File: config.mk
export PLATFORM = sky130hd
export DESIGN_NAME = analog_comparator_control
export DESIGN_NICKNAME = d
export VERILOG_FILES = /design/src/cmp_ctrl_pkg.sv /design/src/analog_comparator_control.sv
export SDC_FILE = /design/constraint.sdc
export NUM_CORES = 1
export LEC_CHECK = 0
export BUFFER_PORTS_ARGS = -buffer_cell sky130_fd_sc_hd__buf_2
export CAP_MARGIN = 15
export CORE_AREA = 2 2 64 90
export DETAILED_ROUTE_END_ITERATION = 16
export DIE_AREA = 0 0 66 92
export GPL_TIMING_DRIVEN = 1
export PLACE_DENSITY = 0.77
export SYNTH_ARGS = -nofsm -noshare
export SYNTH_HDL_FRONTEND = slang
export SYNTH_SLANG_ARGS = --single-unit
File: constraint.sdc
create_clock -name ref_clk -period 1.9 [get_ports ref_clk]
set_input_delay 0.57 -clock ref_clk [delete_from_list [all_inputs] [get_ports ref_clk]]
set_output_delay 0.57 -clock ref_clk [all_outputs]
set_load 0.02 [all_outputs]
File: src/cmp_ctrl_pkg.sv
// package: register map, field positions and reset values of the comparator control block
package cmp_ctrl_pkg;
    // register word offsets (byte addresses on the bus)
    localparam logic [3:0] CONTROL1_OFS = 4'h0;
    localparam logic [3:0] CONTROL2_OFS = 4'h4;
    localparam logic [3:0] SHARED_OFS   = 4'h8;
    localparam logic [3:0] FLAG_OFS     = 4'hc;
    // control register fields
    localparam int CH_LSB     = 0;
    localparam int REF_BIT    = 2;
    localparam int SPEED_BIT  = 3;
    localparam int INVERT_BIT = 4;
    localparam int DRIVE_BIT  = 5;
    localparam int RESULT_BIT = 6;
    localparam int ENABLE_BIT = 7;
    // shared control register: result mirrors in bits 1:0, spare writable bits 7:2
    localparam int MIRROR_LSB = 0;
    // flag/enable register: flags 1:0, irq enables 3:2, peripheral 4, global 5
    localparam int FLAG_LSB   = 0;
    localparam int IEN_LSB    = 2;
    localparam int PERIPH_BIT = 4;
    localparam int GLOBAL_BIT = 5;
    // reset values
    localparam logic [7:0] CONTROL_RESET = 8'h00;
    localparam logic [7:0] SHARED_RESET  = 8'h00;
    localparam logic [5:0] FLAG_RESET    = 6'h00;
    // instruction cycle is four clocks; phase one is count zero
    localparam logic [1:0] PHASE_ONE     = 2'h0;
endpackage : cmp_ctrl_pkg

File: src/analog_comparator_control.sv
// analog comparator control: enables, selects, polarity, pin drive, mismatch interrupt logic
//
// Register access over Wishbone and the placing of the registers were decided locally.
`timescale 1ns/1ps
`default_nettype none

module analog_comparator_control (
    // clock and reset
    input  wire  logic        ref_clk,
    input  wire  logic        reset,
    input  wire  logic        clkEn,
    // wishbone slave
    input  wire  logic        wb_cyc_i,
    input  wire  logic        wb_stb_i,
    input  wire  logic        wb_we_i,
    input  wire  logic [3:0]  wb_adr_i,
    input  wire  logic [3:0]  wb_sel_i,
    input  wire  logic [31:0] wb_dat_i,
    output logic       [31:0] wb_dat_o,
    output logic              wb_ack_o,
    output logic              wb_err_o,
    // raw analog comparison results, asynchronous
    input  wire  logic [1:0]  cmpRaw,
    // analog front end controls
    output logic       [1:0]  cmpPowerOn,
    output logic       [1:0]  cmpFastMode,
    output logic       [1:0]  refSelInternal,
    output logic       [3:0]  channelSel,
    // output pins and port override
    input  wire  logic [1:0]  pinDirection,
    input  wire  logic [1:0]  portLatch,
    output logic       [1:0]  cmpPinOut,
    output logic       [1:0]  cmpPinOe_n,
    // interrupt request
    output logic              irqRequest
);

    logic [7:0]  ctrl_r [2];
    logic [7:0]  shared_r;
    logic [5:0]  flag_r;
    logic [1:0]  sync1_r;
    logic [1:0]  sync2_r;
    logic [1:0]  phase_r;
    logic [1:0]  cycleLatch_r;
    logic [1:0]  readLatch_r;
    logic [1:0]  mismatchPrev_r;
    logic [1:0]  result;
    logic [1:0]  mismatch;
    logic [1:0]  mismatchRise;
    logic [1:0]  ctrlAccess;
    logic        access;
    logic        mapped;
    logic        phaseOne;
    logic [31:0] rdData;

    assign access   = wb_cyc_i && wb_stb_i && !wb_ack_o && !wb_err_o;
    assign mapped   = wb_adr_i == cmp_ctrl_pkg::CONTROL1_OFS
                   || wb_adr_i == cmp_ctrl_pkg::CONTROL2_OFS
                   || wb_adr_i == cmp_ctrl_pkg::SHARED_OFS
                   || wb_adr_i == cmp_ctrl_pkg::FLAG_OFS;
    assign phaseOne = phase_r == cmp_ctrl_pkg::PHASE_ONE;

    // bus answer, one cycle after the request
    always_ff @(posedge ref_clk) begin
        if (reset) begin
            wb_ack_o <= 1'b0;
            wb_err_o <= 1'b0;
            wb_dat_o <= 32'h0000_0000;
        end else if (clkEn) begin
            wb_ack_o <= access && mapped;
            wb_err_o <= access && !mapped;
            wb_dat_o <= rdData;
        end
    end

    // instruction cycle phase counter
    always_ff @(posedge ref_clk) begin
        if (reset) begin
            phase_r <= cmp_ctrl_pkg::PHASE_ONE;
        end else if (clkEn) begin
            phase_r <= phase_r + 2'h1;
        end
    end

    // raw input synchroniser
    always_ff @(posedge ref_clk) begin
        if (reset) begin
            sync1_r <= 2'h0;
            sync2_r <= 2'h0;
        end else if (clkEn) begin
            sync1_r <= cmpRaw;
            sync2_r <= sync1_r;
        end
    end

    genvar g;
    generate
        for (g = 0; g < 2; g++) begin : g_cmp
            logic [3:0] ofs;
            logic       raw;
            assign ofs = (g == 0) ? cmp_ctrl_pkg::CONTROL1_OFS : cmp_ctrl_pkg::CONTROL2_OFS;
            assign ctrlAccess[g] = access && wb_adr_i == ofs;
            // disabled comparator holds low so the invert bit sets the result
            assign raw = ctrl_r[g][cmp_ctrl_pkg::ENABLE_BIT] && sync2_r[g];
            assign result[g] = cycleLatch_r[g];
            assign mismatch[g] = cycleLatch_r[g] ^ readLatch_r[g];
            assign mismatchRise[g] = mismatch[g] && !mismatchPrev_r[g];

            // control register: result bit is read only
            always_ff @(posedge ref_clk) begin
                if (reset) begin
                    ctrl_r[g] <= cmp_ctrl_pkg::CONTROL_RESET;
                end else if (clkEn && ctrlAccess[g] && wb_we_i && wb_sel_i[0]) begin
                    ctrl_r[g] <= wb_dat_i[7:0] & ~(8'h01 << cmp_ctrl_pkg::RESULT_BIT);
                end
            end

            // cycle latch with polarity
            always_ff @(posedge ref_clk) begin
                if (reset) begin
                    cycleLatch_r[g] <= 1'b0;
                end else if (clkEn && phaseOne) begin
                    cycleLatch_r[g] <= raw ^ ctrl_r[g][cmp_ctrl_pkg::INVERT_BIT];
                end
            end

            // read latch updated by any read or write of its own control register
            always_ff @(posedge ref_clk) begin
                if (reset) begin
                    readLatch_r[g] <= 1'b0;
                end else if (clkEn && ctrlAccess[g]) begin
                    readLatch_r[g] <= cycleLatch_r[g];
                end
            end

            always_ff @(posedge ref_clk) begin
                if (reset) begin
                    mismatchPrev_r[g] <= 1'b0;
                end else if (clkEn) begin
                    mismatchPrev_r[g] <= mismatch[g];
                end
            end

            // front end controls and pin drive
            assign cmpPowerOn[g]     = ctrl_r[g][cmp_ctrl_pkg::ENABLE_BIT];
            assign cmpFastMode[g]    = ctrl_r[g][cmp_ctrl_pkg::SPEED_BIT];
            assign refSelInternal[g] = ctrl_r[g][cmp_ctrl_pkg::REF_BIT];
            assign channelSel[2*g +: 2] = ctrl_r[g][cmp_ctrl_pkg::CH_LSB +: 2];
            // pin output unlatched: raw synchronised value through polarity
            assign cmpPinOut[g] = ctrl_r[g][cmp_ctrl_pkg::DRIVE_BIT]
                ? ((sync2_r[g] && ctrl_r[g][cmp_ctrl_pkg::ENABLE_BIT])
                   ^ ctrl_r[g][cmp_ctrl_pkg::INVERT_BIT])
                : portLatch[g];
            assign cmpPinOe_n[g] = !(ctrl_r[g][cmp_ctrl_pkg::DRIVE_BIT]
                && ctrl_r[g][cmp_ctrl_pkg::ENABLE_BIT] && !pinDirection[g]);
        end
    endgenerate

    // shared control register: spare bits writable, mirror bits read only
    always_ff @(posedge ref_clk) begin
        if (reset) begin
            shared_r <= cmp_ctrl_pkg::SHARED_RESET;
        end else if (clkEn && access && wb_we_i && wb_sel_i[0]
                     && wb_adr_i == cmp_ctrl_pkg::SHARED_OFS) begin
            shared_r <= {wb_dat_i[7:2], 2'h0};
        end
    end

    // flags and enables; hardware set wins over software clear
    always_ff @(posedge ref_clk) begin
        if (reset) begin
            flag_r <= cmp_ctrl_pkg::FLAG_RESET;
        end else if (clkEn) begin
            if (access && wb_we_i && wb_sel_i[0] && wb_adr_i == cmp_ctrl_pkg::FLAG_OFS) begin
                flag_r <= wb_dat_i[5:0] | {4'h0, mismatchRise};
            end else begin
                flag_r[cmp_ctrl_pkg::FLAG_LSB +: 2] <= flag_r[cmp_ctrl_pkg::FLAG_LSB +: 2]
                    | mismatchRise;
            end
        end
    end

    assign irqRequest = flag_r[cmp_ctrl_pkg::GLOBAL_BIT] && flag_r[cmp_ctrl_pkg::PERIPH_BIT]
        && |(flag_r[cmp_ctrl_pkg::FLAG_LSB +: 2] & flag_r[cmp_ctrl_pkg::IEN_LSB +: 2]);

    // read multiplexer
    always_comb begin
        rdData = 32'h0000_0000;
        case (wb_adr_i)
            cmp_ctrl_pkg::CONTROL1_OFS: begin
                rdData[7:0] = ctrl_r[0] | ({7'h00, result[0]} << cmp_ctrl_pkg::RESULT_BIT);
            end
            cmp_ctrl_pkg::CONTROL2_OFS: begin
                rdData[7:0] = ctrl_r[1] | ({7'h00, result[1]} << cmp_ctrl_pkg::RESULT_BIT);
            end
            cmp_ctrl_pkg::SHARED_OFS: begin
                rdData[7:0] = shared_r | {6'h00, result};
            end
            cmp_ctrl_pkg::FLAG_OFS: begin
                rdData[5:0] = flag_r;
            end
            default: begin
                rdData = 32'h0000_0000;
            end
        endcase
    end

endmodule // analog_comparator_control

`default_nettype wire

==> Yosys cells after proc, flatten, opt, wreduce, memory -nomap -nowiden <==
Memories as Yosys holds them, arrays and structs flattened.
Index checks and enable logic that the tools add are counted.
{ "op_classes": {"n_addsub": 1, "multipliers": 0, "div": 0, "magnitude_cmp": 0, "eq_ne": 3, "shift": 0, "mux": 15, "bitwise_logic": 12, "reduce_logical": 47} }
{ "ops": {"columns": ["op", "n"], "rows": [
  ["$logic_and 1x1->1", 31],
  ["$pmux 6 s4", 1],
  ["$or 8x7->8", 2],
  ["$mux 7", 2],
  ["$mux 1", 10],
  ["$logic_not 1->1", 9],
  ["$eq 4x4->1 const B", 2],
  ["$or 8x2->8", 1],
  ["$or 6x2->6", 1],
  ["$pmux 2 s3", 1],
  ["$eq 4x3->1 const B", 1],
  ["$logic_not 4->1", 1],
  ["$xor 1x1->1", 4],
  ["$logic_or 1x1->1", 3],
  ["$add 2x1->2 const B", 1],
  ["$and 2x2->2", 1],
  ["$logic_not 2->1", 1],
  ["$mux 2", 1],
  ["$or 1x1->1", 2],
  ["$or 2x2->2", 1],
  ["$reduce_and 2->1", 1],
  ["$reduce_or 2->1", 1]
]} }
{ "totals": {"reg_bits": 34, "latchBits": 0, "ramBits": 14, "rom_bits": 0, "inputBits": 52, "out_inout_bits": 49, "memories": 1} }
{ "mem_list": {"columns": ["memory", "depth", "word_bits", "read_ports", "rd_clocked_by_memory_dff", "wr", "line_no", "rtl"], "rows": [
  ["ctrl_r", 2, 7, 2, 0, 2, "analog_comparator_control.sv:38", "logic [7:0] ctrl_r [2];"]
]} }

==> Longest topological paths before layout <==
Gate-level depths: netlist of the first run.
{ "depth": {"depth_word": 11, "mapped_depth": 6, "ltp_nobuf": 4} }

==> Worst setup path after synthesis of the first run <==
No wires, ideal clock.
{ "synth_path": {"kind": "input to register", "start": "in clkEn", "end": "mem ctrl_r[1][0] in the netlist's numbering, enable pin", "setup_time_ns": 0.321, "arrival_ns": 1.421, "path_slack_ns": 0.158, "path_stages": 4, "n_path_buf": 1, "cell_sequence": "buf_4 > nor3b_4 > and3_1 > a21o_1"} }
{ "synth_lines": {"columns": ["element", "line_no", "rtl"], "rows": [
  ["start, declared", "analog_comparator_control.sv:11", "input wire logic clkEn,"],
  ["end, declared", "analog_comparator_control.sv:38", null]
]} }

==> impl_results.md, run 1 <==
- Status: completed
- FF-to-FF setup slack: 0.35 ns
- Finished Cell Area: 2840 µm²
- Mean post-synth cell area: 10.5 µm²
- Max Cap Viol: 0
- Largest net degree at the start of global routing: 27
- Final Util: 53.0%
- Ant. Diodes: 0
- CTS tree: done
- Final net count: 342
- Detailed Routing Iterations Pass 1: 4
- Max VDD drop: 0.000612 V
- Yosys warning total: 0
- Drt total wl: 4.91 mm
- DP Area: 2700 µm²
- Area Overhead vs Synth: 16.7%
- Worst-Skew Late Latency: 0.30 ns
- Setup Skew: 0.00405 ns
- Wire per inst: 13.7 µm
- Violation count after the first detailed-route iteration: 36
- HP Start: mismatchPrev_r[1]
- Clock-pin slew on the worst setup and hold paths: 0.08 ns
- Min-Delay Endpoint: mismatchPrev_r[1]
- Worst endpoint required time: 1.33 ns
- Cell variety after synth: 36
- Clk sink count: 48
- RD Place Congestion: 0.794
- Initial core utilization: 45.4%
- Via count: 1,742
- # hold bufs at CTS: 0
- Cells after Synth: 233
- Hold path cells: 2
- I/O Pins: 101
- Global-route usage over all layers: 16.9%
- Worst setup SP type: register
- Worst Setup End Kind: primary output
- Min-delay worst type: reg2reg
- Critical path class: reg2out
- GR Overflow Total: 0
- Slowest CP cell: edfxtp_1
- Fin. max-slew vios: 0
- DP HPWL: 3.71 mm
- Num rows: 32
- Core region area: 5370 µm²
- Share of cells above drive strength 1: 32.4%
- Clock Path Buffers: 2
- Cts bufs inserted: 5
- Reg-to-Reg End: flag_r[1]
- Initial antenna violation count: 0
- Crit Path Max Fanout: 2
- Die H: 92 µm
- Pwr Density: 703 nW/µm²
- DRC viols: 0
- Seq/Total Area, Yosys: 45.2%
- Die W: 66 µm
- FF+latch count, synth: 48
- Worst EP arrival: 1.28 ns
- Mapped Area: 2440 µm²
- Slowest stage delay, CP: 0.41 ns
- Worst-path cell chain: nand2_1 -> xor2_2 -> a21oi_1 -> buf_4
- Crit path from: ctrl_r[1][6]
- Root Driver: clkbuf_8
- Final min period: 1.85 ns
- R2R Path Start: wb_err_o
- FF-to-FF path depth: 7
- FMAX: 541 MHz
- Vias in the first global route: 1,689
- Layout fillers: 494
- Final setup violation count: 0
- Final Cycle Share: 97.3%
- # port buffers: 49
- Static leakage: 0.00135 µW
- Die area: 6070 µm²
- Final hold vios: 0
- Routed Antenna Nets: 0
- Vias per inst: 4.87
- First-pass GRT wire length: 7.77 mm
- H-tree level count: 2
==> final cells by class <==
type | count | area, µm² | share of cell area [%]
Clock buffer | 7 | 86.3 | 3.04
Clock inverter | 1 | 7.51 | 0.264
Inverter | 2 | 7.51 | 0.264
Multi-Input combinational cell | 161 | 1130 | 39.7
Sequential cell | 48 | 1100 | 38.7
Timing Repair Buffer | 71 | 428 | 15.0
Tap cell | 68 | 85.1 | 2.99
==> cell families after synthesis <==
family / count (synthesis) / share of synthesized area, %
muxes: 28 / 14.6
xor gates and xnor gates: 5 / 1.80
DFF: 48 / 45.2
and+or+nand+nor: 78 / 18.7
buffers and inverters: 47 / 12.8
other: 1 / 0.154
AOI/OAI and AO/OA: 25 / 6.26
adders and majority gates: 1 / 0.513
==> per-stage QoR <==
| step | setup TNS [ns] | total power [µW] | cells | setup WS [ns] | hold WS, ns |
|---|---|---|---|---|---|
| floorplan | 0 | 1340 | 256 | 0.158 | 0.451 |
| detailed placement | 0 | 1380 | 347 | 0.0421 | 0.477 |
| finish | 0 | 2000 | 358 | 0.0510 | 0.488 |
| global route | -0.0181 | 2070 | 358 | -0.0181 | 0.508 |
| CTS | 0 | 2000 | 357 | 0.0253 | 0.490 |
| global placement | -0.116 | 1380 | 347 | -0.0237 | 0.464 |
==> where the power goes <==
group	internal, µW	switching [µW]	leakage (µW)
Combinational	104	160	0.000875
Sequential	1080	22.6	0.000426
Clock	296	336	0.0000445
Total	1480	518	0.00135
==> how the worst max path moves through the flow <==
stage	end	cells past startpoint
2_1_floorplan	ctrl_r[1][0]	4
5_1_grt	cmpPinOut[1]	4
3_3_place_gp	ctrl_r[1][1]	6
6_report	cmpPinOut[1]	4
3_5_place_dp	ctrl_r[1][1]	6
4_1_cts	cmpPinOut[1]	4
==> timing repair <==
item                       in CTS  in global routing
gates resized for setup         0                  5
pin swaps                       0                  1
setup endpoints to repair       2                  2
buffers inserted                2                  1
==> layout by cell type (no fill, tap or decap), types with 2 or more instances in the layout <==
master / Yosys / final
nand2_1: 3 / 3
nor2b_1: 11 / 11
a21o_1: 2 / 2
buf_4: 35 / 23
o2bb2ai_1: 2 / 2
nand3b_1: 3 / 3
inv_1: 2 / 2
mux2i_1: 22 / 22
and2_1: 15 / 15
nand3_1: 2 / 2
a311oi_1: 2 / 2
xor2_2: 0 / 2
a21oi_1: 16 / 15
buf_2: 4 / 47
dfxtp_1: 34 / 34
conb_1: 1 / 24
clkbuf_8: 0 / 6
nor2_1: 33 / 33
edfxtp_1: 14 / 14
nand4_2: 2 / 2
mux4_2: 6 / 6
xnor2_1: 2 / 2
==> sequential cells by signal, summed over array words and instances, names as in the netlist, 2 cells and up <==
signal          count
ctrl_r             14
wb_dat_o            8
readLatch_r         2
sync1_r             2
mismatchPrev_r      2
sync2_r             2
shared_r            6
phase_r             2
cycleLatch_r        2
flag_r              6
==> synth_stat cells, drive strengths merged <==
cell | number | share of area [%]
nor3b | 2 | 1.3
nor2 | 33 | 5.1
and3 | 1 | 0.26
or3b | 1 | 0.36
a22oi | 1 | 0.31
nand2b | 1 | 0.26
mux2i | 22 | 9.0
o2bb2ai | 2 | 0.72
xnor2 | 2 | 0.72
o211ai | 1 | 0.31
nand2 | 3 | 0.46
nor4 | 1 | 0.87
nand3 | 3 | 0.82
nor2b | 11 | 2.8
buf | 42 | 12
clkbuf | 3 | 0.46
mux4 | 6 | 5.5
ha | 1 | 0.51
conb | 1 | 0.15
nand4 | 2 | 1.0
edfxtp | 14 | 17
a21o | 2 | 0.62
xor2 | 3 | 1.1
inv | 2 | 0.31
nand3b | 3 | 0.92
a211oi | 1 | 0.31
nor4bb | 1 | 0.41
and2 | 16 | 4.1
dfxtp | 34 | 28
a311oi | 2 | 0.72
a21oi | 16 | 3.3
==> worst max-delay path: cells and delay by family (launching register included) <==
family / cells / cell delay, ns
XOR/XNOR: 1 / 0.19
AO/OA/AOI/OAI: 1 / 0.09
AND/OR/NAND/NOR: 1 / 0.13
buffers and inverters: 1 / 0.16
flip-flops: 1 / 0.41
==> per-layer routing <==
layer | GRT usage [%] | part of all wire, %
met1 | 19.3 | 40
met2 | 29.4 | 53
met3 | 3.31 | 4.6
met4 | 8.33 | 2.5
met5 | 0 | 0
Power figures use the tool's default switching activity.
==> run 2, diff against run 1 <==
Settings changed: RECOVER_POWER from default to 50, SKIP_CTS_REPAIR_TIMING from default to 1.
==> run 2 against run 1 <==
Against the previous run: clock-buffer cell count stayed put; wire length grew 0.94%; sequential power hardly changed; critical endpoint unchanged; total power shrank 0.36%; worst setup slack worse by 0.029 ns; global-route usage shrank 0.076 points; critical path type unchanged; highest routed layer unchanged; register-to-register slack about the same; clock power about the same; die area did not move.
==> impl_results.md, run 2 (synthesis gave the netlist of run 1 again) <==
- Final setup violation count: 0 (unchanged)
- Initial antenna violation count: 0 (unchanged)
- Max Cap Viol: 0 (unchanged)
- Worst endpoint required time: 1.33 ns (about the same)
- DRC viols: 0 (unchanged)
- Final min period: 1.88 ns (+0.0287 ns)
- Largest net degree at the start of global routing: 27 (unchanged)
- Clock Path Buffers: 2 (unchanged)
- # port buffers: 49 (unchanged)
- Vias per inst: 4.87 (about the same)
- Most frequent cells in the layout: dfxtp_1 (34), nor2_1 (33), buf_2 (28)
- Internal cell power: 1470 µW (-0.53%)
- Clock network power share: 31.9% (+0.3 points)
- Share of cells above drive strength 1: 25.1% (-7.3 points)
- Sw frac: 26.1% (+0.12 points)
- Detailed Routing Iterations Pass 1: 4 (unchanged)
- Ant. Diodes: 0 (unchanged)
- CTS tree: done
- Setup Skew: 0.00473 ns (+0.000683 ns)
- Worst-Skew Late Latency: 0.30 ns (about the same)
- Violation count after the first detailed-route iteration: 44 (+22%)
- Max VDD drop: 0.000641 V (+4.7%)
- Final hold vios: 0 (unchanged)
- Worst Setup End Kind: primary output
- Commonest non-fill, non-tap cell in the layout: dfxtp_1
- Crit path from: ctrl_r[1][6]
- Pwr Density: 713 nW/µm² (+1.5%)
- DP Area: 2700 µm² (unchanged)
- Relative slew slack: 61.4%
- Clk sink count: 48 (unchanged)
- Via count: 1,747 (+0.29%)
- Combinational share of power: 12.7% (-0.5 points)
- Vias in the first global route: 1,676 (-0.77%)
- Layout Cells excl Fill: 359 (+0.28%)
- DP HPWL: 3.71 mm (unchanged)
- RSZ-0062 raised after global routing: yes
- Status: completed
- FMAX: 533 MHz (-1.5%)
- Setup crit end: cmpPinOut[1]
- Final Cycle Share: 98.8% (+1.5 points)
- I/O Pins: 101 (unchanged)
- Wire per inst: 13.8 µm (+0.66%)
- Core region area: 5370 µm² (unchanged)
- First-pass GRT wire length: 7.73 mm (-0.45%)
- Finished Cell Area: 2790 µm² (-1.8%)
- Num rows: 32 (unchanged)
- Static leakage: 0.00126 µW (-6.6%)
- Hold WS: 0.487 ns (-0.000782 ns)
- Root Driver: clkbuf_8
- Tightest Pin Transition: 0.578 ns
- Registers with the most flip-flops: ctrl_r (14), wb_dat_o (8)
- FF-to-FF path depth: 7 (unchanged)
- R2R Path Start: wb_err_o
- Initial core utilization: 45.4% (unchanged)
- Clock-pin slew on the worst setup and hold paths: 0.09 ns (about the same)
- Drt total wl: 4.96 mm (+0.94%)
- Global-route usage over all layers: 16.8% (-0.076 points)
- Placed insts: 347 (unchanged)
- Critical path class: reg2out
- HP Start: mismatchPrev_r[1]
- Power Total: 1990 µW (-0.36%)
- Sequential group share of total power: 55.4% (+0.3 points)
- FF-to-FF setup slack: 0.35 ns (about the same)
- Die W: 66 µm (unchanged)
- Largest register by flop count: ctrl_r
- Area Overhead vs Synth: 14.5%
- Max reg flops: 14 (unchanged)
- Final net count: 343 (+0.29%)
- Die H: 92 µm (unchanged)
- GR Overflow Total: 0 (unchanged)
- Final Util: 52.0% (-0.98 points)
- RD Place Congestion: 0.794 (unchanged)
- Worst EP arrival: 1.31 ns (+0.03 ns)
- Reg-to-Reg End: flag_r[1]
- Min-delay worst type: reg2reg
- Cts bufs inserted: 5 (unchanged)
- Fin. max-slew vios: 0 (unchanged)
- Die area: 6070 µm² (unchanged)
- H-tree level count: 2 (unchanged)
- Crit Path Max Fanout: 3 (+1)
- Worst setup SP type: register
- Psw: 519 µW (+0.11%)
- Routed Antenna Nets: 0 (unchanged)
run 2: worst min-delay path by stage:
stage          cells after the start                end
2_1_floorplan                      2  mismatchPrev_r[0]
3_3_place_gp                       2  mismatchPrev_r[0]
3_5_place_dp                       2  mismatchPrev_r[1]
4_1_cts                            2  mismatchPrev_r[1]
5_1_grt                            2  mismatchPrev_r[1]
6_report                           2  mismatchPrev_r[1]
run 2: cell type report:
type	instances	area [µm²]
clock buffer	7	86.3
fill	506	2570
clock inverter	1	7.51
sequential	48	1100
multi-input combinational	161	1120
inverter	2	7.51
timing repair buffer	72	387
tap	68	85.1
run 2: power groups by stage:
stage                     combinational (µW)  sequential [µW]  clock, µW
after floorplan                          215             1120          0
after global placement                   253             1120          0
after detailed placement                 257             1130          0
after CTS                                259             1100        638
after global routing                     279             1110        676
final                                    254             1100        635
run 2: critical path, stage by stage (launching register included):
cell and delay [ns]:
edfxtp_1 0.43, nand2_1 0.13, xor2_2 0.19, a21oi_1 0.09, buf_4 0.16
run 2: per-layer routing:
| layer | up-vias | track usage, % | wire (µm) |
|---|---|---|---|
| met5 | - | 0 | 0 |
| met4 | 0 | 8.33 | 120 |
| met3 | 9 | 3.31 | 247 |
| met2 | 57 | 29.2 | 2610 |
| met1 | 829 | 19.2 | 1980 |
| li1 | 852 | - | - |
run 2: stage by stage:
step                setup TNS, ns  worst slack [ns]
global placement           -0.116           -0.0237
CTS                       -0.0543           -0.0474
detailed placement              0            0.0421
finish                          0            0.0223
global route              -0.0461           -0.0461
floorplan                       0             0.158
